$ cat config.mk
export PLATFORM = sky130hd
export DESIGN_NAME = wsc_watchdog_sleep
export DESIGN_NICKNAME = d
export VERILOG_FILES = /design/src/hw/wsc_pkg.sv /design/src/hw/wsc_watchdog_sleep.sv
export SDC_FILE = /design/constraint.sdc
export NUM_CORES = 1
export LEC_CHECK = 0
export ABC_AREA = 1
export BUFFER_PORTS_ARGS = -buffer_cell sky130_fd_sc_hd__buf_2
export CAP_MARGIN = 25
export CORE_MARGIN = 4
export CORE_UTILIZATION = 39
export DETAILED_ROUTE_END_ITERATION = 8
export PLACE_DENSITY = 0.68
export RECOVER_POWER = 25
export SYNTH_ARGS = -nofsm -noshare
export SYNTH_HDL_FRONTEND = slang
export SYNTH_SLANG_ARGS = --single-unit
$ cat constraint.sdc
create_clock -name clk_i -period 4 [get_ports clk_i]
set_clock_uncertainty 0.15 [all_clocks]
set_input_delay 0.2 -clock clk_i [delete_from_list [all_inputs] [get_ports clk_i]]
set_output_delay 0.2 -clock clk_i [all_outputs]
set_load 0.1 [all_outputs]
$ cat src/hw/wsc_pkg.sv
// package for the watchdog and power-down controller
// assumes a 100 MHz core clock and a free-running watchdog tick input
package wsc_pkg;

  // ----------------------------------------------------------------------
  // register map of the plain register port
  // ----------------------------------------------------------------------
  localparam logic [3:0] ADDR_OPTION = 4'h0;
  localparam logic [3:0] ADDR_STATUS = 4'h1;
  localparam logic [3:0] ADDR_CONFIG = 4'h2;
  localparam logic [3:0] ADDR_IRQ = 4'h3;
  localparam logic [15:0] CONFIG_WORD_ADDR = 16'h2007;
  localparam logic [7:0] OPTION_RESET = 8'hFF;

  // option register field positions
  localparam int OPT_PS_LO = 0;
  localparam int OPT_PSA = 3;
  // configuration word field positions
  localparam int CFG_WATCHDOG_ENABLE_CFG = 2;
  localparam int CFG_OSC = 0;
  // status bit positions
  localparam int ST_PD = 3;
  localparam int ST_TO = 4;
  // irq control bit position of the global enable
  localparam int IRQ_GIE = 7;
  localparam logic [10:0] IRQ_VECTOR = 11'h004;

  // ----------------------------------------------------------------------
  // timing
  // ----------------------------------------------------------------------
  localparam int CLK_MHZ = 100;
  localparam int WDT_PERIOD_MS = 18;
  localparam int WDT_TICK_KHZ = 32;
  localparam int WDT_BASE_TICKS = WDT_PERIOD_MS * WDT_TICK_KHZ;
  localparam int OST_OSC_PERIODS = 1024;

  // sleep sequencer states, gray on every step of the usual path except start back to run
  typedef enum logic [1:0] {
    ST_RUN = 2'b00,
    ST_SLEEP = 2'b01,
    ST_START = 2'b11
  } wsc_state_type;

  // instruction events from the sequencer
  typedef struct packed {
    logic clear_wdt;
    logic sleep;
  } wsc_instr_type;

  // wake and reset requests to the sequencer
  typedef struct packed {
    logic wdt_reset;
    logic resume;
    logic vector;
  } wsc_ctrl_type;

endpackage : wsc_pkg

$ cat src/hw/wsc_watchdog_sleep.sv
// watchdog timer, prescaler and power-down controller
// assumes sequencer pulses for instructions and a same-clock irq status
//
// Strobed register access is this design's own decision.
`timescale 1ns/1ns
module wsc_watchdog_sleep #(
  parameter int BASE_TICKS = wsc_pkg::WDT_BASE_TICKS,
  parameter int OST_CYCLES = wsc_pkg::OST_OSC_PERIODS,
  parameter int IRQ_W = 12,
  parameter int PORT_W = 8
) (
  input wire logic clk_i,
  input wire logic rst_n_i,
  input wire logic ce_i,
  input wire logic wdt_osc_i,
  input wire logic master_clear_n_i,
  input wire logic [7:0] device_configuration_word_i,
  input wire wsc_pkg::wsc_instr_type instr_i,
  input wire logic [IRQ_W-1:0] irq_flag_i,
  input wire logic [IRQ_W-1:0] irq_enable_i,
  input wire logic [IRQ_W-1:0] irq_wake_capable_i,
  input wire logic [PORT_W-1:0] port_out_i,
  input wire logic [PORT_W-1:0] port_oe_i,
  input wire logic [3:0] reg_addr_i,
  input wire logic [7:0] reg_wdata_i,
  input wire logic reg_wr_i,
  input wire logic reg_rd_i,
  output logic [7:0] reg_rdata_o,
  output wsc_pkg::wsc_ctrl_type ctrl_o,
  output logic osc_run_o,
  output logic [PORT_W-1:0] port_out_o,
  output logic [PORT_W-1:0] port_oe_o,
  output logic timeout_status_n_o,
  output logic powerdown_status_n_o,
  output logic [10:0] vector_o
);
  import wsc_pkg::*;

  localparam int BW = $clog2(BASE_TICKS + 1);
  localparam int OW = $clog2(OST_CYCLES + 1);

  // ----------------------------------------------------------------------
  // registers and state
  // ----------------------------------------------------------------------
  logic [7:0] option_control_q;
  logic [7:0] irq_control_reg_q;
  logic [7:0] cfg_q;
  logic cfg_seen_q;
  logic [BW-1:0] watchdog_counter_q;
  logic [6:0] prescale_q;
  logic [2:0] tick_sync_q;
  logic timeout_status_n_q;
  logic powerdown_status_n_q;
  wsc_state_type state_q;
  logic [OW-1:0] ost_q;
  logic [1:0] master_clear_n_sync_q;
  logic vector_pend_q;

  // decoded controls
  logic watchdog_enable_cfg;
  logic external_clock_mode;
  logic prescaler_assign;
  logic [2:0] prescale_sel;
  logic tick;
  logic base_tc;
  logic expire;
  logic clear_wdt;
  logic sleep_exec;
  logic irq_pending;
  logic irq_wake;

  // prescaler terminal count for a 1:2^(sel+1) division
  function automatic logic pre_tc(input logic [6:0] cnt,
                                  input logic [2:0] sel);
    logic [6:0] mask;
    // select 7 saturates at the 1:128 ceiling instead of wrapping
    mask = (sel == 3'h7) ? 7'h7F : 7'h7F >> (3'h6 - sel);
    return (cnt & mask) == mask;
  endfunction

  assign watchdog_enable_cfg = cfg_q[CFG_WATCHDOG_ENABLE_CFG];
  assign external_clock_mode = cfg_q[CFG_OSC];
  assign prescaler_assign = option_control_q[OPT_PSA];
  assign prescale_sel = option_control_q[OPT_PS_LO +: 3];

  // ----------------------------------------------------------------------
  // synchronisers for the watchdog tick and master clear
  // ----------------------------------------------------------------------
  // tick edge from the dedicated oscillator
  always_ff @(posedge clk_i) begin
    if (!rst_n_i) begin
      tick_sync_q <= 3'h0;
    end else if (ce_i) begin
      tick_sync_q <= {tick_sync_q[1:0], wdt_osc_i};
    end
  end
  assign tick = tick_sync_q[2] ^ tick_sync_q[1];

  // master clear pin
  always_ff @(posedge clk_i) begin
    if (!rst_n_i) begin
      master_clear_n_sync_q <= 2'h3;
    end else if (ce_i) begin
      master_clear_n_sync_q <= {master_clear_n_sync_q[0], master_clear_n_i};
    end
  end

  // configuration word caught after reset release
  always_ff @(posedge clk_i) begin
    if (!rst_n_i) begin
      cfg_q <= 8'h00;
      cfg_seen_q <= 1'b0;
    end else if (ce_i && !cfg_seen_q) begin
      cfg_q <= device_configuration_word_i;
      cfg_seen_q <= 1'b1;
    end
  end

  // ----------------------------------------------------------------------
  // instruction decode
  // ----------------------------------------------------------------------
  assign irq_pending = |(irq_flag_i & irq_enable_i & irq_wake_capable_i);
  assign irq_wake = irq_pending;
  // sleep with an enabled, wake-capable irq already pending acts as a no-op
  assign sleep_exec = instr_i.sleep && state_q == ST_RUN
                      && !irq_pending;
  assign clear_wdt = instr_i.clear_wdt || sleep_exec;

  // ----------------------------------------------------------------------
  // watchdog base counter and prescaler
  // ----------------------------------------------------------------------
  assign base_tc = tick && watchdog_counter_q == BW'(BASE_TICKS - 1);
  assign expire = cfg_seen_q && watchdog_enable_cfg && base_tc
                  && (!prescaler_assign || pre_tc(prescale_q, prescale_sel));

  // base counter runs on ticks in every state
  always_ff @(posedge clk_i) begin
    if (!rst_n_i) begin
      watchdog_counter_q <= '0;
    end else if (ce_i) begin
      if (clear_wdt || !watchdog_enable_cfg) begin
        watchdog_counter_q <= '0;
      end else if (base_tc) begin
        watchdog_counter_q <= '0;
      end else if (tick) begin
        watchdog_counter_q <= BW'(watchdog_counter_q + 1'b1);
      end
    end
  end

  // prescaler counts base terminal counts when assigned
  always_ff @(posedge clk_i) begin
    if (!rst_n_i) begin
      prescale_q <= 7'h00;
    end else if (ce_i) begin
      if (clear_wdt) begin
        prescale_q <= 7'h00;
      end else if (base_tc && prescaler_assign) begin
        prescale_q <= pre_tc(prescale_q, prescale_sel) ? 7'h00
                      : 7'(prescale_q + 1'b1);
      end
    end
  end

  // ----------------------------------------------------------------------
  // register port
  // ----------------------------------------------------------------------
  // option and irq control writes; assignment only changes on write
  always_ff @(posedge clk_i) begin
    if (!rst_n_i) begin
      option_control_q <= OPTION_RESET;
      irq_control_reg_q <= 8'h00;
    end else if (ce_i && reg_wr_i) begin
      if (reg_addr_i == ADDR_OPTION) begin
        option_control_q <= reg_wdata_i;
      end
      if (reg_addr_i == ADDR_IRQ) begin
        irq_control_reg_q <= reg_wdata_i;
      end
    end
  end

  // read data one cycle after the strobe, zero otherwise
  always_ff @(posedge clk_i) begin
    if (!rst_n_i) begin
      reg_rdata_o <= 8'h00;
    end else if (ce_i) begin
      reg_rdata_o <= 8'h00;
      if (reg_rd_i) begin
        unique case (reg_addr_i)
          ADDR_OPTION: reg_rdata_o <= option_control_q;
          ADDR_STATUS: reg_rdata_o <= {3'h0, timeout_status_n_q,
                                       powerdown_status_n_q, 3'h0};
          ADDR_CONFIG: reg_rdata_o <= cfg_q;
          ADDR_IRQ: reg_rdata_o <= irq_control_reg_q;
          default: reg_rdata_o <= 8'h00;
        endcase
      end
    end
  end

  // ----------------------------------------------------------------------
  // status bits
  // ----------------------------------------------------------------------
  // expiry wins over sleep setting time-out
  always_ff @(posedge clk_i) begin
    if (!rst_n_i) begin
      timeout_status_n_q <= 1'b1;
      powerdown_status_n_q <= 1'b1;
    end else if (ce_i) begin
      if (expire) begin
        timeout_status_n_q <= 1'b0;
      end else if (sleep_exec) begin
        timeout_status_n_q <= 1'b1;
      end
      if (sleep_exec) begin
        powerdown_status_n_q <= 1'b0;
      end
    end
  end

  // ----------------------------------------------------------------------
  // sleep sequencer
  // ----------------------------------------------------------------------
  always_ff @(posedge clk_i) begin
    if (!rst_n_i) begin
      state_q <= ST_RUN;
      ost_q <= '0;
    end else if (ce_i) begin
      unique case (state_q)
        ST_RUN: begin
          if (sleep_exec) begin
            state_q <= ST_SLEEP;
          end
        end
        ST_SLEEP: begin
          if (master_clear_n_sync_q[1] && (expire || irq_wake)) begin
            if (external_clock_mode) begin
              state_q <= ST_RUN;
            end else begin
              state_q <= ST_START;
              ost_q <= OW'(OST_CYCLES - 1);
            end
          end
        end
        ST_START: begin
          if (ost_q == '0) begin
            state_q <= ST_RUN;
          end else begin
            ost_q <= OW'(ost_q - 1'b1);
          end
        end
        default: state_q <= ST_RUN;
      endcase
    end
  end

  // ----------------------------------------------------------------------
  // outputs to the sequencer and pins
  // ----------------------------------------------------------------------
  // remember whether the wake should branch to the vector
  always_ff @(posedge clk_i) begin
    if (!rst_n_i) begin
      vector_pend_q <= 1'b0;
    end else if (ce_i) begin
      if (state_q == ST_SLEEP && irq_wake && !expire) begin
        vector_pend_q <= irq_control_reg_q[IRQ_GIE];
      end else if (state_q == ST_RUN) begin
        vector_pend_q <= 1'b0;
      end
    end
  end

  // registered control pulses
  always_ff @(posedge clk_i) begin
    if (!rst_n_i) begin
      ctrl_o <= '0;
      osc_run_o <= 1'b1;
      vector_o <= IRQ_VECTOR;
    end else if (ce_i) begin
      ctrl_o.wdt_reset <= expire && state_q == ST_RUN;
      ctrl_o.resume <= state_q != ST_RUN && state_q != ST_SLEEP
                       ? ost_q == '0
                       : (state_q == ST_SLEEP && master_clear_n_sync_q[1]
                          && (expire || irq_wake) && external_clock_mode);
      ctrl_o.vector <= (state_q == ST_RUN) && irq_pending
                       && irq_control_reg_q[IRQ_GIE];
      osc_run_o <= !(sleep_exec || state_q == ST_SLEEP);
      vector_o <= IRQ_VECTOR;
    end
  end

  // pins frozen while asleep
  always_ff @(posedge clk_i) begin
    if (!rst_n_i) begin
      port_out_o <= '0;
      port_oe_o <= '0;
    end else if (ce_i && state_q == ST_RUN && !sleep_exec) begin
      port_out_o <= port_out_i;
      port_oe_o <= port_oe_i;
    end
  end

  // status bits to pins
  always_ff @(posedge clk_i) begin
    if (!rst_n_i) begin
      timeout_status_n_o <= 1'b1;
      powerdown_status_n_o <= 1'b1;
    end else if (ce_i) begin
      timeout_status_n_o <= timeout_status_n_q;
      powerdown_status_n_o <= powerdown_status_n_q;
    end
  end

  logic unused_vec;
  assign unused_vec = vector_pend_q;

endmodule // wsc_watchdog_sleep

After elaboration in Yosys (flattened, before gate mapping). Cells that the tools add are included.

$add $sub $neg: 4. Equality and inequality tests: 14. Shift-type cells: 1. Bitwise operators: 4. Reduce and logical (&&, ||, !) cells: 47. Mux-type cells: 21.

Operator list (number): 11-bit two-way mux (3); 8-bit one-hot mux with 4 select lines (1); 10-bit two-way mux (3); 7-bit two-way mux (4); 12-bit AND (2); 11-bit one-hot mux with 2 select lines (1); 1-bit logical AND (19); 2-bit AND reduction (6); 12-bit OR reduction (1); 11-bit zero test (1); 11-bit by 1-bit subtractor with 11-bit output (second input constant) (1); 10-bit by 1-bit adder with 10-bit output (second input constant) (1); 10-bit == test (second input constant) (1); 2-bit inequality test (second input constant) (5); 4-bit by 2-bit == test with 1-bit output (second input constant) (2); 2-bit two-way mux (4); 8-bit two-way mux (1); 2-bit nonzero test (4); 7-bit by 1-bit adder with 7-bit output (second input constant) (1); 7-bit AND (1); 7-bit == test (1); 7-bit by 3-bit >> shifter with 7-bit output (first input constant) (1); 1-bit zero test (6); 2-bit one-hot mux with 3 select lines (1); 14 further kinds (20).

Word-level logic and storage cells: 112. Register bits after elaboration: 92. Output and inout port bits: 41.

Depth between registers and ports, before layout.
Depth in word-level cells: 11. Mapped depth: 17. Gate-level depth less buffers: 17.

Least setup slack after synthesis. No wires, ideal clock.

Path type: flip-flop to flip-flop. Start point: reg option_control_q[1]. End point: reg ost_q[1]. Library setup time: 0.115 ns. Path buffers: 1. Stages on the path, launching flop included: 17. Data arrival time: 1.751 ns. Slack: 1.984 ns. Required time: 3.735 ns. Cell sequence: dfxtp_1 -> ha_1 -> inv_1 -> ha_1 -> nor2_1 -> nor2_1 -> nor2_1 -> nand3_1 -> nand2_1 -> nand2_2 -> nand2_2 -> nand2_2 -> nand2_4 -> buf_6 -> nand3b_1 -> nand2_1 -> nor2_1.

Cells in the longest elaborated chain, start to end: 11. Elaborated cells between the ends (all ways): 12. Those cells by class: add/sub (1); eq/ne (3); shift (1); mux (1); bitwise (1); reduce/logical (5).

Ends and longest elaborated chain: start: declaration (line wsc_watchdog_sleep.sv:45) `logic [7:0] option_control_q;`; start signal: assignment (line wsc_watchdog_sleep.sv:175) `option_control_q <= reg_wdata_i;`; 3-bit subtractor (line wsc_watchdog_sleep.sv:77) `mask = (sel == 3'h7) ? 7'h7F : 7'h7F >> (3'h6 - sel);`; 7-bit by 3-bit >> shifter with 7-bit output (line wsc_watchdog_sleep.sv:77); 7-bit two-way mux * (line wsc_watchdog_sleep.sv:77); 7-bit AND (line wsc_watchdog_sleep.sv:78) `return (cnt & mask) == mask;`; 7-bit == test * (line wsc_watchdog_sleep.sv:78); 1-bit logical OR * (line wsc_watchdog_sleep.sv:134) `&& (!prescaler_assign || pre_tc(prescale_q, prescale_sel));`; 1-bit logical AND * (line wsc_watchdog_sleep.sv:134); 1-bit logical OR * (line wsc_watchdog_sleep.sv:237) `if (master_clear_n_sync_q[1] && (expire || irq_wake)) begin`; 1-bit logical AND * (line wsc_watchdog_sleep.sv:237); 2-bit inequality test (no line) *; 5-bit AND reduction (no line) *; end signal: assignment (line wsc_watchdog_sleep.sv:242) `ost_q <= OW'(OST_CYCLES - 1);`; end signal: assignment (line wsc_watchdog_sleep.sv:250) `ost_q <= OW'(ost_q - 1'b1);`; end: declaration (line wsc_watchdog_sleep.sv:55) `logic [OW-1:0] ost_q;`.

Mark *: on every way between the ends. The rest lies on a longest branch, timed or not. A chain may end at the register's enable or synchronous reset.

Final worst setup path.
Start point: in ce_i. End point: reg irq_control_reg_q[1].

Cells in the longest elaborated chain, start to end: 2.

Ends and longest elaborated chain: start: declaration (line wsc_watchdog_sleep.sv:14) `input wire logic ce_i,`; 1-bit logical AND (line wsc_watchdog_sleep.sv:173) `end else if (ce_i && reg_wr_i) begin`; 2-bit AND reduction (no line); end signal: assignment (line wsc_watchdog_sleep.sv:178) `irq_control_reg_q <= reg_wdata_i;`; end: declaration (line wsc_watchdog_sleep.sv:46) `logic [7:0] irq_control_reg_q;`.

No other way between the ends.

==> results_dict.tcl <==
set metrics [dict create \
    outcome "completed" \
    grt_max_degree 67 \
    final_nets 899 \
    crit_required_ps 4060 \
    final_layout_size_suffix_gt1_share_pct 16.2 \
    critPathTopFamily "buffers and inverters" \
    cp_num_buf_inv 2 \
    hold_class "primary input to register" \
    start_util_pct 40.4 \
    pin_count 122 \
    grt_util_met2_pct 27.3 \
    yosysSeqAreaShare_pct 39.5 \
    synth_top_area_share_pct 39.5 \
    first_global_vias 4361 \
    antenna_cells 0 \
    hold_slack_ps 5.99 \
    area_growth_pct 24.8 \
    worst-path-max-fanout 20 \
    cts_resized 0 \
    cts_max_path_buffers 2 \
    slew_viol_final 0 \
    critical_path_class "primary input to register" \
    slowest_stage "clkbuf_1" \
    max_slew.worst_pin.slew_ps 1180 \
    ant_nets 0 \
    worst_path_largest_cell_delay_ps 760 \
    ff2ff_path_depth 15 \
    drc 0 \
    cts_tree "yes" \
    std_cell_rows 39 \
    wl_per_cell_um 12.5 \
    fp.coreArea_mm2 0.0116 \
    drt-vias-per-instance 4.80 \
    arrival_ps 2660 \
    drv_cap 0 \
    dieArea_mm2 0.0138 \
    ir_worst_vdd_mv 0.352 \
    whs_endpoint "cfg_q[4]$_SDFFE_PN0P_" \
    fmaxAchievable_mhz 384 \
    syn-cell-area_mm2 0.00467 \
    cellLeakagePower_uw 0.00272 \
    yosysUniqueCellTypes 36 \
    r2r-end "state_q[0]$_SDFFE_PN0P_" \
    dieWidth_um 117 \
    crit_top_cell "clkbuf_1" \
    finalCriticalPeriod_ps 2600 \
    antenna_found_initial 0 \
    end_kind "register" \
    max_slew_margin_pct 21.5 \
    synth-seq-cells 92 \
    ys.flop_type "dfxtp_1" \
    fin_util_pct 50.4 \
    dr.pass1.iters 4 \
    grt_util_all_layers_pct 17.3 \
    cts_root_buf "clkbuf_16" \
    drt_wl_total_um 12000 \
    io_buffers 110 \
    synthCells 682 \
    timing.rr.start "option_control_q[1]$_SDFFE_PN1P_" \
    clkSinkCount 92 \
    fin_crit_sh_pct 65.0 \
    met1_usage_pct 22.8 \
    grt_busiest_layer "met2" \
    gr-total-overflow 0 \
    clkTransAtPathRegs_ps 70 \
    die-height_um 117 \
    final_area_mm2 0.00582 \
    dp_hpwl_um 8140 \
    cts-buffers-inserted 9 \
    ys_async_sr_fraction_pct 0 \
    finalSetupTns_ps 0 \
    ys_top_cells_by_area "dfxtp_1 (39%), nand2_1 (9.0%), nor2_1 (9.0%), a21oi_1 (6.3%), o21ai_0 (6.2%)" \
    rrSetupSlack_ps 1670 \
    hold_viol_final 0 \
    gp_congestion 0.846 \
    grt_pass1_wl_um 20200 \
    worstSetupStartpointType "primary input" \
    cp_cell_sequence "clkbuf_1, clkbuf_1, nand3_1, o21ai_0, a21oi_1" \
    grtUsageMet3_pct 5.20 \
    yosysTopAreaCell "dfxtp_1" \
    whs_path_depth 3 \
    first_iter_violations 244 \
    power_density_mw_per_mm2 438 \
    synth_edf_count 0 \
    rsz0062_at_grt "no" \
    hp-start "device_configuration_word_i[4]" \
    yosys_warnings 0 \
    vias 4592 \
    place_area_mm2 0.00525 \
    htree_levels 3 \
    insertion_delay_ps 340 \
    syn_avg_cell_area_um2 6.84 \
    setup_viol 0 \
    fill_cells 1150 \
]
==> layer usage <==
| layer | vias to the layer above | part of all wire (%) |
|---|---|---|
| li1 | 2440 | - |
| met1 | 1990 | 49 |
| met2 | 156 | 43 |
| met3 | 6 | 7.4 |
| met4 | 0 | 0.60 |
| met5 | - | 0 |
==> worst reg2reg max path: stages, from the launching register on <==
cell	delay [ps]
dfxtp_1	350
ha_1	170
inv_1	60
ha_1	260
nor2_1	130
nor2_1	60
nor2_1	80
nand3_1	100
nand2_1	130
nand2_2	80
nand2_2	70
nand2_2	60
nand2_4	200
nand2_1	130
o21ai_1	140
inv_1	50
==> worst max-delay path by stage <==
stage | startpoint | endpoint | slack [ps] | cells after the start
floorplan | option_control_q[1]$_SDFFE_PN1P_ | ost_q[1]$_SDFFE_PN0P_ | 1980 | 16
global placement | ost_q[0]$_SDFFE_PN0P_ | ost_q[2]$_SDFFE_PN0P_ | 1530 | 13
detailed placement | option_control_q[1]$_SDFFE_PN1P_ | state_q[0]$_SDFFE_PN0P_ | 1690 | 15
CTS | option_control_q[1]$_SDFFE_PN1P_ | state_q[0]$_SDFFE_PN0P_ | 1680 | 15
global route | ce_i | option_control_q[5]$_SDFFE_PN1P_ | 1150 | 6
finish | ce_i | irq_control_reg_q[1]$_SDFFE_PN0P_ | 1400 | 5
==> cell type report <==
cell class	instances	area (um2)	area share, %
Multi-Input combinational cell	486	2360	40.6
Tap cell	143	179	3.07
Clock inverter	3	47.5	0.817
Timing Repair Buffer	144	858	14.7
Inverter	77	289	4.96
Sequential cell	92	1840	31.6
Clock buffer	11	243	4.17
==> logic make-up after synthesis <==
family / after synthesis / synth area share, %
xor gates and xnor gates: 10 / 1.88
and+or+nand+nor: 325 / 30.9
buffers and inverters: 113 / 10.6
AOI/OAI and AO/OA: 132 / 14.9
DFF: 92 / 39.5
adders and majority gates: 8 / 2.14
other: 2 / 0.161
==> cell usage in the layout (no fill, tap or decap), drive strengths merged <==
cell / instances
clkbuf: 32
o21ai: 60
nand4: 6
dlygate4sd3: 31
ha: 8
inv: 77
clkinv: 2
buf: 92
and2: 1
nor3: 17
nand3: 56
nand2: 120
nand3b: 4
dfxtp: 92
a31oi: 3
xor2: 10
conb: 11
and3: 1
bufinv: 1
o31ai: 1
o221ai: 4
nor2: 120
o22ai: 4
o21bai: 1
a21oi: 59
==> power breakdown <==
group          internal (uW)  switching (uW)
Combinational            161             515
Clock                    498             351
Sequential               983            44.4
==> through the flow <==
step | setup WS, ps | power (uW) | std cells
2_1_floorplan | 1980 | 1580 | 691
6_report | 1400 | 2550 | 956
3_3_place_gp | 1530 | 1700 | 910
3_5_place_dp | 1690 | 1700 | 911
4_1_cts | 1680 | 2570 | 956
5_1_grt | 1150 | 2670 | 956
==> flip-flops by register name, summed over array words and instances (netlist names) <==
name and flops:
master_clear_n_sync_q 2, irq_control_reg_q 8, option_control_q 8, cfg_q 8
reg_rdata_o 8, powerdown_status_n_q 1, osc_run_o 1, state_q 2
cfg_seen_q 1, ost_q 11, ctrl_o 3, port_out_o 8
powerdown_status_n_o 1, timeout_status_n_o 1, watchdog_counter_q 10, port_oe_o 8
tick_sync_q 3, prescale_q 7, timeout_status_n_q 1
==> cells in the mapped netlist, types with 3 or more instances <==
cell,count
ha_1,8
buf_6,3
o21ai_0,58
a21oi_1,59
nand2_1,112
buf_4,11
dfxtp_1,92
nand3b_1,4
inv_2,6
nand2_2,6
nor2_2,5
nor3_1,16
clkbuf_1,17
xor2_1,10
o22ai_1,4
o221ai_1,4
nand4_1,4
nor2_4,3
a31oi_1,3
inv_1,70
nand3_1,55
buf_2,5
nor2_1,112
==> repair_timing <==
item,in CTS,in global routing
hold buffers,31,0
endpoints found under the hold margin,31,0
endpoints found under the setup margin,0,0
setup buffers,0,0
Power figures use the tool's default switching activity.
